### config.mk
export PLATFORM = sky130hd
export DESIGN_NAME = flag_unit
export DESIGN_NICKNAME = d
export VERILOG_FILES = /design/src/hw/flag_pkg.sv /design/src/hw/call_if.sv /design/src/hw/call_checker.sv /design/src/hw/flag_unit.sv
export VERILOG_INCLUDE_DIRS = /design/src /design/src/hw
export SDC_FILE = /design/constraint.sdc
export NUM_CORES = 1
export LEC_CHECK = 0
export BUFFER_PORTS_ARGS = -buffer_cell sky130_fd_sc_hd__buf_2
export CORE_UTILIZATION = 40
export CTS_BUF_LIST = sky130_fd_sc_hd__clkbuf_16
export DETAILED_ROUTE_END_ITERATION = 6
export GPL_ROUTABILITY_DRIVEN = 0
export MAX_ROUTING_LAYER = met4
export PLACE_DENSITY = 0.75
export SLEW_MARGIN = 20
export SYNTH_ARGS = -nofsm -noshare
export SYNTH_HDL_FRONTEND = slang
export SYNTH_HIERARCHICAL = 1
export SYNTH_SLANG_ARGS = --single-unit
### constraint.sdc
create_clock -name core_clk -period 3.05 [get_ports core_clk]
set_input_delay 0.61 -clock core_clk [delete_from_list [all_inputs] [get_ports core_clk]]
set_output_delay 0.61 -clock core_clk [all_outputs]
set_load 0.005 [all_outputs]
### src/hw/flag_params.svh
/*
  Constants of the flag register and supervisory call unit: addresses,
  bit positions, reset values, opcodes, function and result codes.
  Assumes inclusion by bare name from the unit's source files.
*/
`ifndef FLAG_PARAMS_SVH
`define FLAG_PARAMS_SVH

// ==========================================================
// flag register
`define FLAG_REG_ADDR 8'hf7
`define FLAG_RESET 8'h02
`define FLAG_WRITABLE 8'hd7
`define FLAG_PAGE_MODE_MASK 8'hc0
`define FLAG_PM_HI 7
`define FLAG_PM_LO 6
`define FLAG_BANK_BIT 4
`define FLAG_CARRY_BIT 2
`define FLAG_ZERO_BIT 1
`define FLAG_GIE_BIT 0

// ==========================================================
// supervisory call
`define SVC_OPCODE 8'h00
`define FN_BOOT_RESET 8'h00
`define FN_BLOCK_FETCH 8'h01
`define FN_BLOCK_PROGRAM 8'h02
`define FN_BLOCK_CLEAR 8'h03
`define FN_TABLE_FETCH 8'h06
`define FN_CHECKSUM 8'h07
`define FN_TRIM_FIRST 8'h08
`define FN_TRIM_SECOND 8'h09
`define FIRST_CALL_KEY_EXPECTED 8'h3a
`define SECOND_CALL_KEY_SP_OFFSET 8'h03
`define FIRST_CALL_KEY_SRAM_ADDR 8'hf8
`define SECOND_CALL_KEY_SRAM_ADDR 8'hf9
`define RESULT_SUCCESS 8'h00
`define RESULT_PROTECTED 8'h01
`define RESULT_SW_RESET 8'h02
`define RESULT_FATAL 8'h03
`define ACC_RESET 8'h00

`endif

### src/hw/flag_pkg.sv
/*
  Types shared by the flag unit and its call checker.
  Assumes nothing beyond the params header.
*/
package flag_pkg;

  // ==========================================================
  // flag-logic operations
  typedef enum logic [1:0] {FLAG_AND, FLAG_OR, FLAG_XOR} flag_op_t;

  // ==========================================================
  // supervisory call sequencer
  typedef enum logic [2:0] {
    CALL_IDLE, CALL_FIRST_CALL_KEY, CALL_SECOND_CALL_KEY, CALL_CHECK, CALL_RUN, CALL_WB, CALL_HALT
  } call_state_t;

endpackage : flag_pkg

### src/hw/call_if.sv
/*
  Carrier between the flag unit and its call checker.
  Assumes both ends run on the same clock; no state inside.
*/
`timescale 1ns/10ps
`default_nettype none

interface call_if;
  logic [7:0] func_code;
  logic [7:0] first_call_key;
  logic [7:0] second_call_key;
  logic [7:0] stack_ptr;
  logic code_defined;
  logic is_boot;
  logic keys_ok;
  logic has_result;

  modport unit (
    output func_code, first_call_key, second_call_key, stack_ptr,
    input code_defined, is_boot, keys_ok, has_result
  );
  modport checker_end (
    input func_code, first_call_key, second_call_key, stack_ptr,
    output code_defined, is_boot, keys_ok, has_result
  );
endinterface : call_if

`default_nettype wire

### src/hw/call_checker.sv
/*
  Decodes a supervisory function code and checks both call keys.
  Assumes the unit presents the captured code, first key and stack pointer, and the second key live from SRAM.
*/
`timescale 1ns/10ps
`default_nettype none
`include "flag_params.svh"

module call_checker (
  // link to the flag unit
  call_if.checker_end chk
);
  import flag_pkg::*;

  logic [7:0] second_call_key_expected;

  // ==========================================================
  // function decode
  always_comb
  begin
    chk.code_defined = 1'b0;
    unique case (chk.func_code)
      `FN_BOOT_RESET, `FN_BLOCK_FETCH, `FN_BLOCK_PROGRAM, `FN_BLOCK_CLEAR,
      `FN_TABLE_FETCH, `FN_CHECKSUM, `FN_TRIM_FIRST, `FN_TRIM_SECOND:
        chk.code_defined = 1'b1;
      default:
        chk.code_defined = 1'b0;
    endcase
  end

  // boot reset is picked by the code alone
  assign chk.is_boot = (chk.func_code == `FN_BOOT_RESET);

  // checksum and table fetch reuse the first key byte for data
  assign chk.has_result = (chk.func_code != `FN_CHECKSUM) &&
                          (chk.func_code != `FN_TABLE_FETCH);

  // ==========================================================
  // key check
  assign second_call_key_expected = 8'(chk.stack_ptr + `SECOND_CALL_KEY_SP_OFFSET);
  assign chk.keys_ok = (chk.first_call_key == `FIRST_CALL_KEY_EXPECTED) &&
                       (chk.second_call_key == second_call_key_expected);

endmodule : call_checker

`default_nettype wire

### src/hw/flag_unit.sv
/*
  Processor flag register with supervisory call entry sequencer.
  Assumes the core presents opcodes, accumulator and stack pointer on
  core_clk, an SRAM port with one cycle read latency and a ROM engine
  that answers each start with a done pulse and a result code.
*/
`timescale 1ns/10ps
`default_nettype none
`include "flag_params.svh"

module flag_unit #(
  parameter int PAGE_W = 3
) (
  // clock and reset
  input wire logic core_clk,
  input wire logic rst,
  // register read port
  input wire logic [7:0] reg_addr,
  input wire logic reg_rd,
  output logic [8:0] reg_full_addr,
  output logic reg_rd_hit,
  output logic [7:0] reg_rdata,
  // flag-logic instructions and ALU results
  input wire logic flag_op_valid,
  input wire flag_pkg::flag_op_t flag_op,
  input wire logic [7:0] flag_op_mask,
  input wire logic carry_we,
  input wire logic carry_in,
  input wire logic zero_we,
  input wire logic zero_in,
  // interrupt entry
  input wire logic instr_boundary,
  input wire logic irq_req,
  output logic irq_take,
  output logic flags_push_valid,
  output logic [7:0] flags_push_data,
  // flag outputs
  output logic [1:0] page_mode,
  output logic register_bank_select,
  output logic carry_flag,
  output logic zero_flag,
  output logic global_interrupt_enable,
  // page pointers
  input wire logic [PAGE_W-1:0] current_page_pointer,
  input wire logic [PAGE_W-1:0] stack_page_pointer,
  input wire logic [PAGE_W-1:0] index_page_pointer,
  input wire logic [PAGE_W-1:0] indirect_read_page,
  input wire logic [PAGE_W-1:0] indirect_write_page,
  output logic [PAGE_W-1:0] direct_page,
  output logic [PAGE_W-1:0] indexed_page,
  output logic [PAGE_W-1:0] stack_page,
  output logic [PAGE_W-1:0] buffer_read_page,
  output logic [PAGE_W-1:0] buffer_write_page,
  // supervisory call request
  input wire logic opcode_valid,
  input wire logic [7:0] opcode,
  input wire logic [7:0] accumulator,
  input wire logic [7:0] stack_pointer,
  // parameter block in SRAM page zero
  output logic sram_rd,
  output logic sram_wr,
  output logic [7:0] sram_addr,
  output logic [7:0] sram_wdata,
  input wire logic [7:0] sram_rdata,
  // ROM engine
  output logic rom_start,
  output logic [7:0] rom_function,
  input wire logic rom_done,
  input wire logic [7:0] rom_result,
  // status
  output logic call_busy,
  output logic core_halted
);
  import flag_pkg::*;
  logic [7:0] flags_r;
  logic [7:0] flags_nxt;
  logic [7:0] saved_flags_r;
  logic [7:0] op_result;
  logic [7:0] first_call_key_r;
  logic [7:0] func_r;
  logic [7:0] sp_r;
  logic boot_pending_r;
  logic push_valid_r;
  logic [7:0] push_data_r;
  logic rd_hit_r;
  logic [7:0] rdata_r;
  logic call_enter;
  logic restore_now;
  call_state_t state_r;
  call_if chk_bus ();

  // ==========================================================
  // call checker
  assign chk_bus.func_code = func_r;
  assign chk_bus.first_call_key = first_call_key_r;
  assign chk_bus.second_call_key = sram_rdata;
  assign chk_bus.stack_ptr = sp_r;
  call_checker u_checker (
    .chk (chk_bus)
  );

  // ==========================================================
  // flag register
  always_comb
  begin
    unique case (flag_op)
      FLAG_AND: op_result = flags_r & flag_op_mask;
      FLAG_OR: op_result = flags_r | flag_op_mask;
      FLAG_XOR: op_result = flags_r ^ flag_op_mask;
      default: op_result = flags_r;
    endcase
  end
  // reserved bits never stored, whatever software sends
  always_comb
  begin
    flags_nxt = flags_r;
    if (carry_we)
      flags_nxt[`FLAG_CARRY_BIT] = carry_in;
    if (zero_we)
      flags_nxt[`FLAG_ZERO_BIT] = zero_in;
    if (flag_op_valid)
      flags_nxt = op_result & `FLAG_WRITABLE;
    if (push_valid_r)
      flags_nxt[`FLAG_GIE_BIT] = 1'b0;
  end
  always_ff @(posedge core_clk or posedge rst)
  begin
    if (rst)
      flags_r <= `FLAG_RESET;
    else if (restore_now)
      flags_r <= saved_flags_r;
    else if (call_enter)
      flags_r <= flags_r & ~`FLAG_PAGE_MODE_MASK;
    else
      flags_r <= flags_nxt;
  end
  assign page_mode = flags_r[`FLAG_PM_HI:`FLAG_PM_LO];
  assign register_bank_select = flags_r[`FLAG_BANK_BIT];
  assign carry_flag = flags_r[`FLAG_CARRY_BIT];
  assign zero_flag = flags_r[`FLAG_ZERO_BIT];
  assign global_interrupt_enable = flags_r[`FLAG_GIE_BIT];
  // ==========================================================
  // register read
  assign reg_full_addr = {register_bank_select, reg_addr};
  always_ff @(posedge core_clk or posedge rst)
  begin
    if (rst)
    begin
      rd_hit_r <= 1'b0;
      rdata_r <= 8'h00;
    end
    else
    begin
      // bank bit ignored: the flags answer in both banks
      rd_hit_r <= reg_rd && (reg_addr == `FLAG_REG_ADDR);
      if (reg_rd && (reg_addr == `FLAG_REG_ADDR))
        rdata_r <= flags_r;
    end
  end
  assign reg_rd_hit = rd_hit_r;
  assign reg_rdata = rdata_r;
  // ==========================================================
  // interrupt entry
  // no entry while a call runs; the ROM must not be interrupted
  assign irq_take = global_interrupt_enable && irq_req && instr_boundary &&
                    !push_valid_r && (state_r == CALL_IDLE) &&
                    !boot_pending_r;
  always_ff @(posedge core_clk or posedge rst)
  begin
    if (rst)
    begin
      push_valid_r <= 1'b0;
      push_data_r <= 8'h00;
    end
    else
    begin
      push_valid_r <= irq_take;
      if (irq_take)
        push_data_r <= flags_r;
    end
  end
  assign flags_push_valid = push_valid_r;
  assign flags_push_data = push_data_r;
  // ==========================================================
  // page selection
  always_comb
  begin
    direct_page = (page_mode == 2'b00) ? '0 : current_page_pointer;
    indexed_page = (page_mode == 2'b00) ? '0 :
                   (page_mode[1] ? index_page_pointer : current_page_pointer);
    stack_page = page_mode[0] ? index_page_pointer : stack_page_pointer;
  end
  // indirect pointers bypass page mode, so buffers may sit anywhere
  assign buffer_read_page = indirect_read_page;
  assign buffer_write_page = indirect_write_page;
  // ==========================================================
  // supervisory call sequencer
  // reset acts as a call with the accumulator at its reset value
  assign call_enter = (state_r == CALL_IDLE) && !push_valid_r &&
                      (boot_pending_r ||
                       (opcode_valid && (opcode == `SVC_OPCODE)));
  assign restore_now = (state_r == CALL_RUN) && rom_done;
  always_ff @(posedge core_clk or posedge rst)
  begin
    if (rst)
      boot_pending_r <= 1'b1;
    else if (call_enter)
      boot_pending_r <= 1'b0;
  end
  always_ff @(posedge core_clk or posedge rst)
  begin
    if (rst)
    begin
      func_r <= `ACC_RESET;
      sp_r <= 8'h00;
      saved_flags_r <= `FLAG_RESET;
    end
    else if (call_enter)
    begin
      func_r <= boot_pending_r ? `ACC_RESET : accumulator;
      sp_r <= stack_pointer;
      saved_flags_r <= flags_r;
    end
  end
  always_ff @(posedge core_clk or posedge rst)
  begin
    if (rst)
      first_call_key_r <= 8'h00;
    else if (state_r == CALL_SECOND_CALL_KEY)
      first_call_key_r <= sram_rdata;
  end
  always_ff @(posedge core_clk or posedge rst)
  begin
    if (rst)
    begin
      state_r <= CALL_IDLE;
      sram_rd <= 1'b0;
      sram_wr <= 1'b0;
      sram_addr <= 8'h00;
      sram_wdata <= 8'h00;
      rom_start <= 1'b0;
      rom_function <= 8'h00;
    end
    else
    begin
      sram_rd <= 1'b0;
      sram_wr <= 1'b0;
      rom_start <= 1'b0;
      unique case (state_r)
        CALL_IDLE:
          if (call_enter)
          begin
            if (boot_pending_r || (accumulator == `FN_BOOT_RESET))
            begin
              rom_start <= 1'b1;
              rom_function <= `FN_BOOT_RESET;
              state_r <= CALL_RUN;
            end
            else
            begin
              sram_rd <= 1'b1;
              sram_addr <= `FIRST_CALL_KEY_SRAM_ADDR;
              state_r <= CALL_FIRST_CALL_KEY;
            end
          end
        CALL_FIRST_CALL_KEY:
        begin
          sram_rd <= 1'b1;
          sram_addr <= `SECOND_CALL_KEY_SRAM_ADDR;
          state_r <= CALL_SECOND_CALL_KEY;
        end
        CALL_SECOND_CALL_KEY:
          state_r <= CALL_CHECK;
        CALL_CHECK:
          if (chk_bus.code_defined && chk_bus.keys_ok)
          begin
            rom_start <= 1'b1;
            rom_function <= func_r;
            state_r <= CALL_RUN;
          end
          else
          begin
            // fatal code left behind for a debugger to find
            sram_wr <= 1'b1;
            sram_addr <= `FIRST_CALL_KEY_SRAM_ADDR;
            sram_wdata <= `RESULT_FATAL;
            state_r <= CALL_HALT;
          end
        CALL_RUN:
          if (rom_done)
          begin
            if (chk_bus.has_result)
            begin
              sram_wr <= 1'b1;
              sram_addr <= `FIRST_CALL_KEY_SRAM_ADDR;
              sram_wdata <= rom_result;
            end
            state_r <= CALL_WB;
          end
        CALL_WB:
          state_r <= (chk_bus.has_result && (sram_wdata == `RESULT_FATAL)) ?
                     CALL_HALT : CALL_IDLE;
        CALL_HALT:
          state_r <= CALL_HALT;
      endcase
    end
  end
  assign call_busy = (state_r != CALL_IDLE) || boot_pending_r;
  assign core_halted = (state_r == CALL_HALT);

endmodule : flag_unit

`default_nettype wire

==> flow_summary.ini <==
[sta]
finalClockSkew_ps = 5.04
final.hold.worst_slack_ps = 369
fin_crit_sh_pct = 91.0
worstMarginPinSlew_ps = 1100
layout_setup_ws_ps = 276
timing.final.hold_violations = 0
achievable-frequency_mhz = 360
min_period_ps = 2770
max_transition_margin_pct = 26.8
report.final.slew_viol_count = 0
grt_setup_unrepaired = false
report.final.setup_viol = 0
setup-tns-final_ps = 0

[critical_path]
setup.worst_path.end_class = flop
crit_type = reg -> reg
data_arrival_time_of_the_critical_path_ps = 2990
crit_fanout = 9
crit_required_ps = 3270
worstSetupStartpointType = flop

[yosys]
mappedNetlistArea_mm2 = 0.00465
ys_warn_count = 6
synthesis.instances = 443
synth.avg_cell_area_um2 = 10.5

[route]
route.antenna.remaining_nets = 0
drcViolationCount = 0
vias = 3805
drt-pass1-iter-count = 4
routed_wire_length_mm = 11.4
avgRoutedWirePerCell_um = 16.1
viasPerCell = 5.37
drt-initial-drc-count = 203

[floorplanning]
die_h_um = 110
floorplan.die_area_mm2 = 0.0121
boundaryPins = 163
core_mm2 = 0.0114
die_width_um = 110
num_rows = 39
floorplan.initialDensity_pct = 40.9

[min_path]
min_delay_path_class = in -> async

[cts]
cts_max_path_bufs = 2
cts.reportedPaths.clkPinSlew_ps = 60
clkSinkCount = 83
tritoncts = done
clk_latency_ps = 330
cts_setup_buffers = 0
root_buffer = sky130_fd_sc_hd__clkbuf_16
hold_fix_buffer_count_after_cts = 0
ctsResizeCount = 0
cts_buffers = 9
cts-htree-levels = 3

[power]
powerDensity_mw_per_mm2 = 709
p_leak_uw = 0.00290
vdd_drop_max_mv = 0.354

[cells_and_area]
nNetsFinal = 663
syn2layout_area_growth_pct = 22.6
layout-drive-gt1-share_pct = 39.8
total_area_of_multi_input_combinational_cells_mm2 = 0.00219
fill_cell_total_of_the_finished_layout = 1017
diodes = 0
area.sequential_mm2 = 0.00208
stdcell_area_mm2 = 0.00570

[place]
place_worst_setup_slack_ps = 130
numPortBuffers = 146
place_area_mm2 = 0.00534
sum_of_net_half_perimeters_after_detailed_placement_mm = 8.40

[grt]
grt_start_max_net_pins = 45
global_route.usage.total_pct = 19.7
wire_length_of_the_first_global_routing_pass_mm = 17.6
vias_in_the_first_global_route = 3638
grt_antenna_before_repair = 0
grt.overflow.total = 0

[run]
cap_viol_max_count = 0

[outcome]
run_status = complete, no violations
worst paths after layout:
kind / cells past startpoint / end / from / slack [ps]
worst max-delay path: 9 / rom_function[0]$_DFFE_PP0P_ / chk_bus.first_call_key[0]$_DFFE_PP0N_ / 280
worst min register to register: 1 / flags_push_data[0]$_DFFE_PP0P_ / flags_push_data[0]$_DFFE_PP0P_ / 470
max in group asynchronous: 3 / saved_flags_r[1]$_DFFE_PP1N_ / rst / 1940
min in group core_clk: 1 / flags_push_data[0]$_DFFE_PP0P_ / flags_push_data[0]$_DFFE_PP0P_ / 470
worst min-delay path: 2 / chk_bus.stack_ptr[2]$_DFFE_PP0N_ / rst / 370
worst max register to register: 9 / rom_function[0]$_DFFE_PP0P_ / chk_bus.first_call_key[0]$_DFFE_PP0N_ / 280
worst max-delay path: stages, from the launching register on:
cell and delay [ps]:
sky130_fd_sc_hd__dfrtp_1 370, sky130_fd_sc_hd__or4b_4 540, sky130_fd_sc_hd__nor4_2 260, sky130_fd_sc_hd__o211ai_1 120
sky130_fd_sc_hd__a211oi_1 280, sky130_fd_sc_hd__buf_4 180, sky130_fd_sc_hd__and3_1 200, sky130_fd_sc_hd__nand2_1 230
sky130_fd_sc_hd__o211a_1 210, sky130_fd_sc_hd__a221o_1 260
metal layers:
metal  share of wire (%)  GRT usage, %  up-vias
met5                   0             -        -
met3                 5.1          3.44       16
met2                  49          30.9      132
met1                  45          25.3     1843
met4                 1.5          7.43        0
li1                    -             -     1814
flip-flops by register name, indices dropped and copies added (netlist names), 3 cells and up:
| name | count |
|---|---|
| chk_bus.func_code | 8 |
| flags_push_data | 8 |
| reg_rdata | 8 |
| chk_bus.first_call_key | 8 |
| sram_wdata | 8 |
| state_r | 3 |
| flags_r | 8 |
| rom_function | 8 |
| chk_bus.stack_ptr | 8 |
| saved_flags_r | 8 |
where the power goes:
| group | internal (uW) | switching [uW] | leakage, uW |
|---|---|---|---|
| clock network | 881 | 442 | 0.000172 |
| logic | 552 | 626 | 0.00163 |
| registers | 1320 | 225 | 0.00110 |
| total | 2750 | 1290 | 0.00290 |
stage by stage:
stage,instances,total power [uW],utilization (%)
6_report,709,4050,50.2
2_1_floorplan,444,2340,-
3_3_place_gp,693,2700,46.9
5_1_grt,709,4300,50.2
3_5_place_dp,693,2750,46.9
4_1_cts,709,4080,50.2
cell type report:
cell class              instances  share of cell area, %
multi-input cells             288                   38.4
inverters                      27                   1.80
clock inverters                 7                   2.46
repair buffers                152                   13.8
flip-flops and latches         83                   36.5
well taps                     143                   3.14
clock buffers                   9                   3.95
cell usage in the layout, fill, tap and decap left out, types with 5 or more instances in the layout:
cell type,n
sky130_fd_sc_hd__xnor2_1,6
sky130_fd_sc_hd__a22o_1,5
sky130_fd_sc_hd__dfrtp_1,80
sky130_fd_sc_hd__a22oi_1,5
sky130_fd_sc_hd__ha_1,17
sky130_fd_sc_hd__buf_2,146
sky130_fd_sc_hd__inv_1,26
sky130_fd_sc_hd__nor3_1,5
sky130_fd_sc_hd__a221o_1,8
sky130_fd_sc_hd__o21ai_0,48
sky130_fd_sc_hd__nand2_1,26
sky130_fd_sc_hd__nor2_1,11
sky130_fd_sc_hd__nor2b_1,10
sky130_fd_sc_hd__clkbuf_16,9
sky130_fd_sc_hd__mux2_2,35
sky130_fd_sc_hd__nand2b_1,15
sky130_fd_sc_hd__buf_4,5
sky130_fd_sc_hd__a21oi_1,8
sky130_fd_sc_hd__o211a_1,8
Power figures use the tool's default switching activity.
